[src/logic/ssw_cfg.svh]
// Constants of the supply supervisor and watchdog: offsets, fields, timing.
// Assumes a 20 MHz system clock and a 32-bit APB register bus.
`ifndef SSW_CFG_SVH
`define SSW_CFG_SVH

// System clock and the internal timebase tick.
`define SSW_CLK_HZ        20000000
`define SSW_TICK_MS       1
`define SSW_TICK_CYCLES   ((`SSW_CLK_HZ / 1000) * `SSW_TICK_MS)
`define SSW_DIV_W         16

// Counter width for reset and watchdog timing, in ticks.
`define SSW_CNT_W         13

// Internal oscillator times, in milliseconds.
`define SSW_T_RST_MS      50
`define SSW_T_SHORT_MS    100
`define SSW_T_LONG_MS     1600
`define SSW_INT_RST       (`SSW_T_RST_MS / `SSW_TICK_MS)
`define SSW_INT_SHORT     (`SSW_T_SHORT_MS / `SSW_TICK_MS)
`define SSW_INT_LONG      (`SSW_T_LONG_MS / `SSW_TICK_MS)

// External timebase times, in timebase cycles.
`define SSW_EXT_RST       13'h0200
`define SSW_EXT_SHORT     13'h0400
`define SSW_EXT_LONG      13'h1000

// Register byte offsets.
`define SSW_ADDR_W        12
`define SSW_REG_STATUS    12'h000
`define SSW_REG_EVENTS    12'h004
`define SSW_REG_WDCNT     12'h008

// Status register fields.
`define SSW_ST_LINE       0
`define SSW_ST_WDO        1
`define SSW_ST_RST        2
`define SSW_ST_BACKUP     3
`define SSW_ST_AUX        4
`define SSW_ST_LONG       5
`define SSW_ST_EXT        6

// Event register fields, write one to clear.
`define SSW_EV_WDT        0
`define SSW_EV_LOW        1

`endif

[src/logic/ssw_pkg.sv]
// Types shared by the supply supervisor and its timebase.
// Assumes ssw_cfg.svh is on the include path.
package ssw_pkg;
`include "ssw_cfg.svh"

    typedef enum logic [1:0] {
        SSW_LVL_MID  = 2'b00,
        SSW_LVL_LOW  = 2'b01,
        SSW_LVL_HIGH = 2'b10
    } ssw_lvl_t;

    typedef enum logic {
        SSW_SUP_RESET = 1'b0,
        SSW_SUP_RUN   = 1'b1
    } ssw_mode_t;

    typedef struct packed {
        logic                  sel_s1;
        logic                  sel_s2;
        logic                  in_s1;
        logic                  in_s2;
        logic                  in_s3;
        logic [`SSW_DIV_W-1:0] div;
        logic                  tick;
    } ssw_tb_st_t;

    typedef struct packed {
        logic                  line_s1;
        logic                  line_s2;
        logic                  aux_s1;
        logic                  aux_s2;
        logic                  mgt_s1;
        logic                  mgt_s2;
        logic                  cs_s1;
        logic                  cs_s2;
        logic                  khi_s1;
        logic                  khi_s2;
        logic                  klo_s1;
        logic                  klo_s2;
        ssw_lvl_t              kick_lvl;
        ssw_mode_t             mode;
        logic [`SSW_CNT_W-1:0] rst_cnt;
        logic [`SSW_CNT_W-1:0] wd_cnt;
        logic                  long_mode;
        logic                  wdo_n;
        logic                  backup;
        logic                  aux_n;
        logic                  cs_out;
        logic                  ev_wdt;
        logic                  ev_low;
        logic [31:0]           prdata;
    } ssw_main_st_t;
endpackage

[src/logic/ssw_tb_if.sv]
// Carries the timebase tick and mode from the timebase to the supervisor.
// Both ends run on the same system clock.
interface ssw_tb_if;
    logic tick;
    logic ext_mode;
    logic tb_level;
    modport src (output tick, output ext_mode, output tb_level);
    modport snk (input tick, input ext_mode, input tb_level);
endinterface

[src/logic/ssw_timebase.sv]
// Timebase of the supervisor: internal millisecond divider or external clock.
// Assumes the select and timebase pins are asynchronous to i_clk.
`include "ssw_cfg.svh"
module ssw_timebase
    import ssw_pkg::*;
#(
    parameter int P_TICK_CYCLES = `SSW_TICK_CYCLES
) (
    // Clock and reset
    input  wire logic i_clk,
    input  wire logic i_rst,
    // Timebase pins
    input  wire logic i_timebase_select,
    input  wire logic i_timebase_in,
    // Tick towards the supervisor
    ssw_tb_if.src     tb
);
    ssw_tb_st_t s_reg;
    ssw_tb_st_t s_next;

    always_comb begin
        s_next        = s_reg;
        s_next.sel_s1 = i_timebase_select;
        s_next.sel_s2 = s_reg.sel_s1;
        s_next.in_s1  = i_timebase_in;
        s_next.in_s2  = s_reg.in_s1;
        s_next.in_s3  = s_reg.in_s2;
        s_next.tick   = 1'b0;
        if (s_reg.sel_s2) begin
            // Internal oscillator times everything.
            if (s_reg.div == `SSW_DIV_W'(P_TICK_CYCLES - 1)) begin
                s_next.div  = '0;
                s_next.tick = 1'b1;
            end else begin
                s_next.div = s_reg.div + `SSW_DIV_W'(1);
            end
        end else begin
            // A driven clock or a capacitor both toggle the pin.
            s_next.div  = '0;
            s_next.tick = s_reg.in_s2 & ~s_reg.in_s3;
        end
    end

    always_ff @(posedge i_clk or posedge i_rst) begin
        if (i_rst) begin
            s_reg <= '{sel_s1: 1'b1, sel_s2: 1'b1, default: '0};
        end else begin
            s_reg <= s_next;
        end
    end

    assign tb.tick     = s_reg.tick;
    assign tb.ext_mode = ~s_reg.sel_s2;
    assign tb.tb_level = s_reg.in_s2;
endmodule // ssw_timebase

[src/logic/ssw_supervisor.sv]
// Supply supervisor and watchdog: timed reset, kick watchdog, status pins,
// chip-select gating, backup-supply selection and an APB status port.
// Assumes comparator results arrive as asynchronous digital levels.
//
// Functional notes
// - Reset held while line low, then 50 ms.
// - Watchdog expiry gives one reset pulse.
// - Each kick transition restarts watchdog count.
// - Floating or mid kick disables watchdog.
// - Expired flag low on timeout, high at kick.
// - Expired flag stays high while watchdog disabled.
// - Low line forces expired flag high.
// - Chip select passes only while line good.
// - Supply-low output follows line sense directly.
// - Active-high reset is inverse of active-low.
// - Backup-active output shows backup supply selected.
// - Supply selection by main, backup and line.
// - Aux fail low when aux sense low.
// - Main below backup forces aux fail low.
// - Select high uses internal oscillator; pulled up.
// - External timebase times reset and watchdog.
// - Internal mode: timebase level picks period.
// - Periods 100 ms and 1.6 s; long first.
// - Long period until first kick after reset.
// - Watchdog restarts at end of every reset.
// - External: 1024, 4096 and 512 cycles.
//
// The placing of the registers and register access over APB are this design's own decisions.
`include "ssw_cfg.svh"

module ssw_supervisor
    import ssw_pkg::*;
#(
    parameter int P_TICK_CYCLES = `SSW_TICK_CYCLES
) (
    // Clock and reset
    input  wire logic                  i_clk,
    input  wire logic                  i_rst,
    // Comparator results and supply compare
    input  wire logic                  i_line_sense_in,
    input  wire logic                  i_aux_sense_in,
    input  wire logic                  i_main_above_backup,
    // Three-level kick, decoded: both low means mid or floating
    input  wire logic                  i_kick_high,
    input  wire logic                  i_kick_low,
    // Timebase pins
    input  wire logic                  i_timebase_select,
    input  wire logic                  i_timebase_in,
    // Chip select to gate
    input  wire logic                  i_cs_n,
    // Status and reset outputs
    output logic                       o_reset_n,
    output logic                       o_reset,
    output logic                       o_watchdog_expired_n,
    output logic                       o_supply_low_n,
    output logic                       o_aux_fail_n,
    output logic                       o_backup_active,
    output logic                       o_cs_n,
    // APB slave
    input  wire logic                  i_psel,
    input  wire logic                  i_penable,
    input  wire logic                  i_pwrite,
    input  wire logic [`SSW_ADDR_W-1:0] i_paddr,
    input  wire logic [31:0]           i_pwdata,
    output logic [31:0]                o_prdata,
    output logic                       o_pready,
    output logic                       o_pslverr
);
    ssw_main_st_t          s_reg;
    ssw_main_st_t          s_next;
    ssw_lvl_t              kick_now;
    logic                  kick_ev;
    logic                  wd_expire;
    logic                  rst_done;
    logic                  addr_ok;
    logic [`SSW_CNT_W-1:0] period;
    logic [`SSW_CNT_W-1:0] rst_len;
    logic [31:0]           rd_mux;

    ssw_tb_if tb_link ();

    ssw_timebase #(
        .P_TICK_CYCLES (P_TICK_CYCLES)
    ) u_timebase (
        .i_clk             (i_clk),
        .i_rst             (i_rst),
        .i_timebase_select (i_timebase_select),
        .i_timebase_in     (i_timebase_in),
        .tb                (tb_link.src)
    );

    // Reset length and watchdog period for the active timebase.
    always_comb begin
        if (tb_link.ext_mode) begin
            rst_len = `SSW_EXT_RST;
            period  = s_reg.long_mode ? `SSW_EXT_LONG : `SSW_EXT_SHORT;
        end else begin
            rst_len = `SSW_CNT_W'(`SSW_INT_RST);
            // Timebase pin high keeps the long period.
            if (s_reg.long_mode || tb_link.tb_level) begin
                period = `SSW_CNT_W'(`SSW_INT_LONG);
            end else begin
                period = `SSW_CNT_W'(`SSW_INT_SHORT);
            end
        end
    end

    // Decode of the synchronised three-level kick.
    always_comb begin
        if (s_reg.khi_s2 && !s_reg.klo_s2) begin
            kick_now = SSW_LVL_HIGH;
        end else if (s_reg.klo_s2 && !s_reg.khi_s2) begin
            kick_now = SSW_LVL_LOW;
        end else begin
            kick_now = SSW_LVL_MID;
        end
    end

    // A change through mid is not a kick: mid may just be a floating pin.
    assign kick_ev = (kick_now != SSW_LVL_MID)
                   && (s_reg.kick_lvl != SSW_LVL_MID)
                   && (kick_now != s_reg.kick_lvl);

    assign wd_expire = (s_reg.mode == SSW_SUP_RUN) && s_reg.line_s2
                     && (kick_now != SSW_LVL_MID) && !kick_ev
                     && tb_link.tick
                     && (s_reg.wd_cnt >= period - `SSW_CNT_W'(1));

    // At or past the end, so a period cut short by a pin change still ends.
    assign rst_done = tb_link.tick
                    && (s_reg.rst_cnt >= rst_len - `SSW_CNT_W'(1));

    // Register read data, sampled in the setup phase.
    always_comb begin
        addr_ok = 1'b1;
        rd_mux  = '0;
        if (i_paddr == `SSW_REG_STATUS) begin
            rd_mux[`SSW_ST_LINE]   = s_reg.line_s2;
            rd_mux[`SSW_ST_WDO]    = s_reg.wdo_n;
            rd_mux[`SSW_ST_RST]    = (s_reg.mode == SSW_SUP_RESET);
            rd_mux[`SSW_ST_BACKUP] = s_reg.backup;
            rd_mux[`SSW_ST_AUX]    = s_reg.aux_n;
            rd_mux[`SSW_ST_LONG]   = s_reg.long_mode;
            rd_mux[`SSW_ST_EXT]    = tb_link.ext_mode;
        end else if (i_paddr == `SSW_REG_EVENTS) begin
            rd_mux[`SSW_EV_WDT] = s_reg.ev_wdt;
            rd_mux[`SSW_EV_LOW] = s_reg.ev_low;
        end else if (i_paddr == `SSW_REG_WDCNT) begin
            rd_mux[`SSW_CNT_W-1:0] = s_reg.wd_cnt;
        end else begin
            addr_ok = 1'b0;
        end
    end

    always_comb begin
        s_next         = s_reg;
        s_next.line_s1 = i_line_sense_in;
        s_next.line_s2 = s_reg.line_s1;
        s_next.aux_s1  = i_aux_sense_in;
        s_next.aux_s2  = s_reg.aux_s1;
        s_next.mgt_s1  = i_main_above_backup;
        s_next.mgt_s2  = s_reg.mgt_s1;
        s_next.cs_s1   = i_cs_n;
        s_next.cs_s2   = s_reg.cs_s1;
        s_next.khi_s1  = i_kick_high;
        s_next.khi_s2  = s_reg.khi_s1;
        s_next.klo_s1  = i_kick_low;
        s_next.klo_s2  = s_reg.klo_s1;
        s_next.kick_lvl = kick_now;

        if (!s_reg.line_s2) begin
            // Low line holds reset and restarts its delay.
            s_next.mode      = SSW_SUP_RESET;
            s_next.rst_cnt   = '0;
            s_next.wd_cnt    = '0;
            s_next.long_mode = 1'b1;
            s_next.wdo_n     = 1'b1;
        end else if (s_reg.mode == SSW_SUP_RESET) begin
            s_next.wd_cnt = '0;
            if (rst_done) begin
                // Watchdog starts fresh, long period first.
                s_next.mode      = SSW_SUP_RUN;
                s_next.rst_cnt   = '0;
                s_next.long_mode = 1'b1;
            end else if (tb_link.tick) begin
                s_next.rst_cnt = s_reg.rst_cnt + `SSW_CNT_W'(1);
            end
        end else if (kick_now == SSW_LVL_MID) begin
            // Disabled watchdog: no count and no expiry.
            s_next.wd_cnt = '0;
            s_next.wdo_n  = 1'b1;
        end else if (kick_ev) begin
            // First kick after reset enables the short period.
            s_next.wd_cnt    = '0;
            s_next.long_mode = 1'b0;
            s_next.wdo_n     = 1'b1;
        end else if (wd_expire) begin
            s_next.wdo_n     = 1'b0;
            s_next.mode      = SSW_SUP_RESET;
            s_next.rst_cnt   = '0;
            s_next.wd_cnt    = '0;
            s_next.long_mode = 1'b1;
        end else if (tb_link.tick) begin
            s_next.wd_cnt = s_reg.wd_cnt + `SSW_CNT_W'(1);
        end

        // Selection holds in the mixed cases, which gives hysteresis.
        if (s_reg.mgt_s2 && s_reg.line_s2) begin
            s_next.backup = 1'b0;
        end else if (!s_reg.mgt_s2 && !s_reg.line_s2) begin
            s_next.backup = 1'b1;
        end
        s_next.aux_n  = s_reg.aux_s2 & s_reg.mgt_s2;
        s_next.cs_out = s_reg.cs_s2 | ~s_reg.line_s2;

        // Sticky events: a new event wins over a clear in the same cycle.
        if (i_psel && i_penable && i_pwrite
                && (i_paddr == `SSW_REG_EVENTS)) begin
            s_next.ev_wdt = s_reg.ev_wdt & ~i_pwdata[`SSW_EV_WDT];
            s_next.ev_low = s_reg.ev_low & ~i_pwdata[`SSW_EV_LOW];
        end
        if (wd_expire) begin
            s_next.ev_wdt = 1'b1;
        end
        if (!s_reg.line_s2) begin
            s_next.ev_low = 1'b1;
        end

        if (i_psel && !i_penable) begin
            s_next.prdata = i_pwrite ? 32'h00000000 : rd_mux;
        end
    end

    always_ff @(posedge i_clk or posedge i_rst) begin
        if (i_rst) begin
            s_reg <= '{mode: SSW_SUP_RESET, kick_lvl: SSW_LVL_MID,
                       long_mode: 1'b1, wdo_n: 1'b1, aux_n: 1'b0,
                       cs_out: 1'b1, cs_s1: 1'b1, cs_s2: 1'b1,
                       default: '0};
        end else begin
            s_reg <= s_next;
        end
    end

    // Reset pins come from one flip-flop so they never disagree.
    assign o_reset_n            = (s_reg.mode == SSW_SUP_RUN);
    assign o_reset              = ~o_reset_n;
    assign o_watchdog_expired_n = s_reg.wdo_n;
    // Only the input synchroniser delays this pin.
    assign o_supply_low_n       = s_reg.line_s2;
    assign o_aux_fail_n         = s_reg.aux_n;
    assign o_backup_active      = s_reg.backup;
    assign o_cs_n               = s_reg.cs_out;
    assign o_prdata             = s_reg.prdata;
    assign o_pready             = 1'b1;
    assign o_pslverr            = i_psel & i_penable & ~addr_ok;
endmodule // ssw_supervisor

[config.mk]
export PLATFORM = sky130hd
export DESIGN_NAME = ssw_supervisor
export DESIGN_NICKNAME = d
export VERILOG_FILES = /design/src/logic/ssw_pkg.sv /design/src/logic/ssw_tb_if.sv /design/src/logic/ssw_timebase.sv /design/src/logic/ssw_supervisor.sv
export VERILOG_INCLUDE_DIRS = /design/src /design/src/logic
export SDC_FILE = /design/constraint.sdc
export NUM_CORES = 1
export LEC_CHECK = 0
export BUFFER_PORTS_ARGS = -buffer_cell sky130_fd_sc_hd__buf_2
export CORE_ASPECT_RATIO = 0.8
export CORE_MARGIN = 1
export CORE_UTILIZATION = 59
export CTS_CLUSTER_DIAMETER = 100
export CTS_CLUSTER_SIZE = 20
export DETAILED_ROUTE_END_ITERATION = 7
export PLACE_DENSITY_LB_ADDON = 0.3
export SLEW_MARGIN = 20
export SYNTH_ARGS = -nofsm -noshare
export SYNTH_HDL_FRONTEND = slang
export SYNTH_SLANG_ARGS = --single-unit
[constraint.sdc]
create_clock -name i_clk -period 5.4 [get_ports i_clk]
set_clock_uncertainty 0.05 [all_clocks]
set_input_delay 0.54 -clock i_clk [delete_from_list [all_inputs] [get_ports i_clk]]
set_output_delay 0.54 -clock i_clk [all_outputs]
set_load 0.01 [all_outputs]
==> flow_metrics.py <==
metrics = {
    "die": {
        "start_util_pct": 62.5,
        "rows": 27,
        "die_h_um": 79.2,
        "die_w_um": 98.5,
        "core_um2": 7030,
        "die_area_um2": 7790,
        "ioPinCount": 98,
    },
    "routing": {
        "viasPerCell": 5.70,
        "vias": 3225,
        "wl_um": 7950,
        "wl_per_cell_um": 14.1,
        "drc_errors": 9,
        "ant_nets": 0,
        "drt_iter0_drc": 250,
        "dr.pass1.iters": 8,
    },
    "clock_network": {
        "root_buffer": "clkbuf_8",
        "numCtsBuffers": 9,
        "clkSinkCount": 83,
        "cts_resized": 0,
        "cts_setup_buffers": 0,
        "cts.path.max_buffers": 2,
        "htree_levels": 3,
        "insertion_delay_ns": 0.36,
        "clk_pin_slew_ns": 0.08,
        "cts_hold_buffers": 0,
        "cts_tree": "yes",
    },
    "flow_run": {
        "cap_violations": 0,
    },
    "yosys": {
        "netlist_instances": 438,
        "yosysTopAreaCell": "dfrtp_1",
        "synth_ff_type": "dfrtp_1",
        "syn_area_per_cell_um2": 10.0,
        "async_flop_share_pct": 100,
        "netlist_area_um2": 4390,
        "synth-simple-area-share_pct": 19.4,
        "synth-adder-area-share_pct": 5.41,
        "yosysTopAreaCellShare_pct": 43.3,
        "synth_top_family_by_area": "simple AND/OR/NAND/NOR gates",
        "synth_edf_count": 0,
        "synth_xor_area_share_pct": 4.19,
        "synth_compound_area_share_pct": 14.3,
        "ys_types": 61,
        "yosysSeqAreaShare_pct": 47.5,
        "synthMuxAreaShare_pct": 1.03,
        "synth-seq-cells": 83,
        "yosys-top-cells-area": "dfrtp_1 (43%), buf_4 (6.0%), ha_1 (5.4%), dfstp_2 (4.2%), nor2_1 (3.2%)",
        "ys.warnings.count": 0,
    },
    "layout": {
        "areaGrowthSynthToFinish_pct": 7.69,
        "layout_common_cells": "dfrtp_1 (76), buf_2 (47), nor2_1 (37)",
        "final_common_cell": "dfrtp_1",
        "nets": 550,
        "utilization_pct": 67.3,
        "multi_input_area_um2": 2030,
        "largest_register_ffs": 36,
        "antenna_cells": 0,
        "drive_above_1_share_pct": 17.3,
        "fin_area_um2": 4730,
        "seq_area_um2": 2090,
        "fillers": 565,
    },
    "setup_path": {
        "path_max_fanout": 17,
        "arrival_ns": 3.52,
        "startpoint_type": "flip-flop",
        "r2r_cells": 9,
        "rrSetupSlack_ns": 2.12,
        "cp-startpoint": "u_timebase.s_reg[20]",
        "r2r-end": "s_reg[59]",
        "worst_setup_path_end_kind": "flip-flop",
        "crit_path_end": "s_reg[59]",
        "cp.required_ns": 5.64,
        "crit_type": "flip-flop to flip-flop",
        "reg2reg_from": "u_timebase.s_reg[20]",
    },
    "power_and_ir_drop": {
        "power_density_nw_per_um2": 249,
        "ir_worst_vdd_uv": 166,
        "p_leak_nw": 2.22,
    },
    "place": {
        "portBuffers": 47,
        "post_dp_cell_area_um2": 4520,
        "gp_congestion": 0.834,
        "dp_hpwl_um": 5740,
    },
    "hold_path": {
        "hold_class": "primary input to flip-flop",
        "min_path_cells": 1,
    },
    "sta": {
        "slew_headroom_pct": 34.1,
        "setup_violations": 0,
        "rsz0062_at_grt": "false",
        "hold_violations": 0,
        "min_period_ns": 3.28,
        "setup_tns_ns": 0,
        "period_share_pct": 60.7,
        "drv_slew": 0,
        "worst_pin_slew_ns": 0.980,
        "max_freq_ghz": 0.305,
    },
    "global_routing": {
        "grt_pass1_vias": 2963,
        "grt_usage_pct": 22.7,
        "antenna_found_initial": 0,
        "gr-total-overflow": 0,
        "grt_pass1_wl_um": 13800,
        "grt_max_degree": 84,
    },
    "run_status": {
        "violations": "DRC",
        "outcome": "finished, violations left",
    },
}
-- worst max-delay path, stage by stage (launching register included) --
cell and delay (ns):
dfstp_2 0.77, or3b_4 0.46, inv_1 0.07, ha_1 0.12, nand4_1 0.16, nor4_1 0.52, a311oi_4 0.12, o211a_1 0.41
or3_1 0.39, a21oi_1 0.15
-- how the worst min path moves through the flow --
| stage | endpoint | slack [ns] | start |
|---|---|---|---|
| after floorplan | o_supply_low_n | 0.28 | s_next[78] |
| after global placement | s_reg[70] | 0.28 | s_next[70] |
| after detailed placement | s_reg[70] | 0.28 | s_next[70] |
| after CTS | s_next[72] | 0.20 | i_cs_n |
| after global routing | s_next[72] | 0.20 | i_cs_n |
| final | s_next[72] | 0.22 | i_cs_n |
-- routing by layer --
| layer | global-route usage [%] | up-vias | part of all wire, % |
|---|---|---|---|
| met4 | 7.46 | 0 | 1.1 |
| li1 | - | 1582 | - |
| met3 | 5.02 | 10 | 5.4 |
| met5 | 0 | - | 0 |
| met1 | 30.1 | 1532 | 48 |
| met2 | 37.3 | 101 | 46 |
-- layout make-up --
class                           count  area share (%)
Tap cell                           87            2.30
Timing Repair Buffer               49            5.37
Sequential cell                    83            44.1
Clock buffer                       11            2.99
Multi-Input combinational cell    318            42.9
Clock inverter                      5            1.30
Inverter                           13            1.06
-- logic make-up (layout without fill, tap and decap cells) --
kind of cell,Yosys count,after routing
buf+inv,56,78
fa+ha+maj,19,19
xor+xnor,21,21
flops,83,83
compound gates,89,89
mux,4,4
other cells,2,21
simple gates,164,164
-- power by group --
part           switching (mW)  total [mW]  internal [mW]
logic                  0.0496      0.0755         0.0259
clock network           0.223       0.451          0.229
registers              0.0131       0.649          0.635
-- synthesized netlist by cell type, types with 7 or more instances --
cell	instances
nor2_1	37
nor2b_1	9
dfstp_2	7
or3_1	7
and3_1	7
xor2_1	10
a21oi_1	18
nand3_1	20
nand4_1	7
ha_1	19
nor4_1	7
o21ai_0	26
dfrtp_1	76
buf_4	35
o21a_1	7
nor3_1	12
inv_1	13
xnor2_1	11
nand2_1	32
-- through the flow --
| step | total power [mW] | cells | setup WS [ns] | hold WS (ns) |
|---|---|---|---|---|
| final | 1.18 | 566 | 2.12 | 0.222 |
| after global routing | 1.22 | 566 | 1.97 | 0.204 |
| after CTS | 1.19 | 566 | 2.10 | 0.203 |
| after detailed placement | 0.737 | 550 | 2.11 | 0.285 |
| after global placement | 0.734 | 550 | 2.24 | 0.283 |
| after floorplan | 0.720 | 457 | 2.53 | 0.281 |
Power figures use the tool's default switching activity.
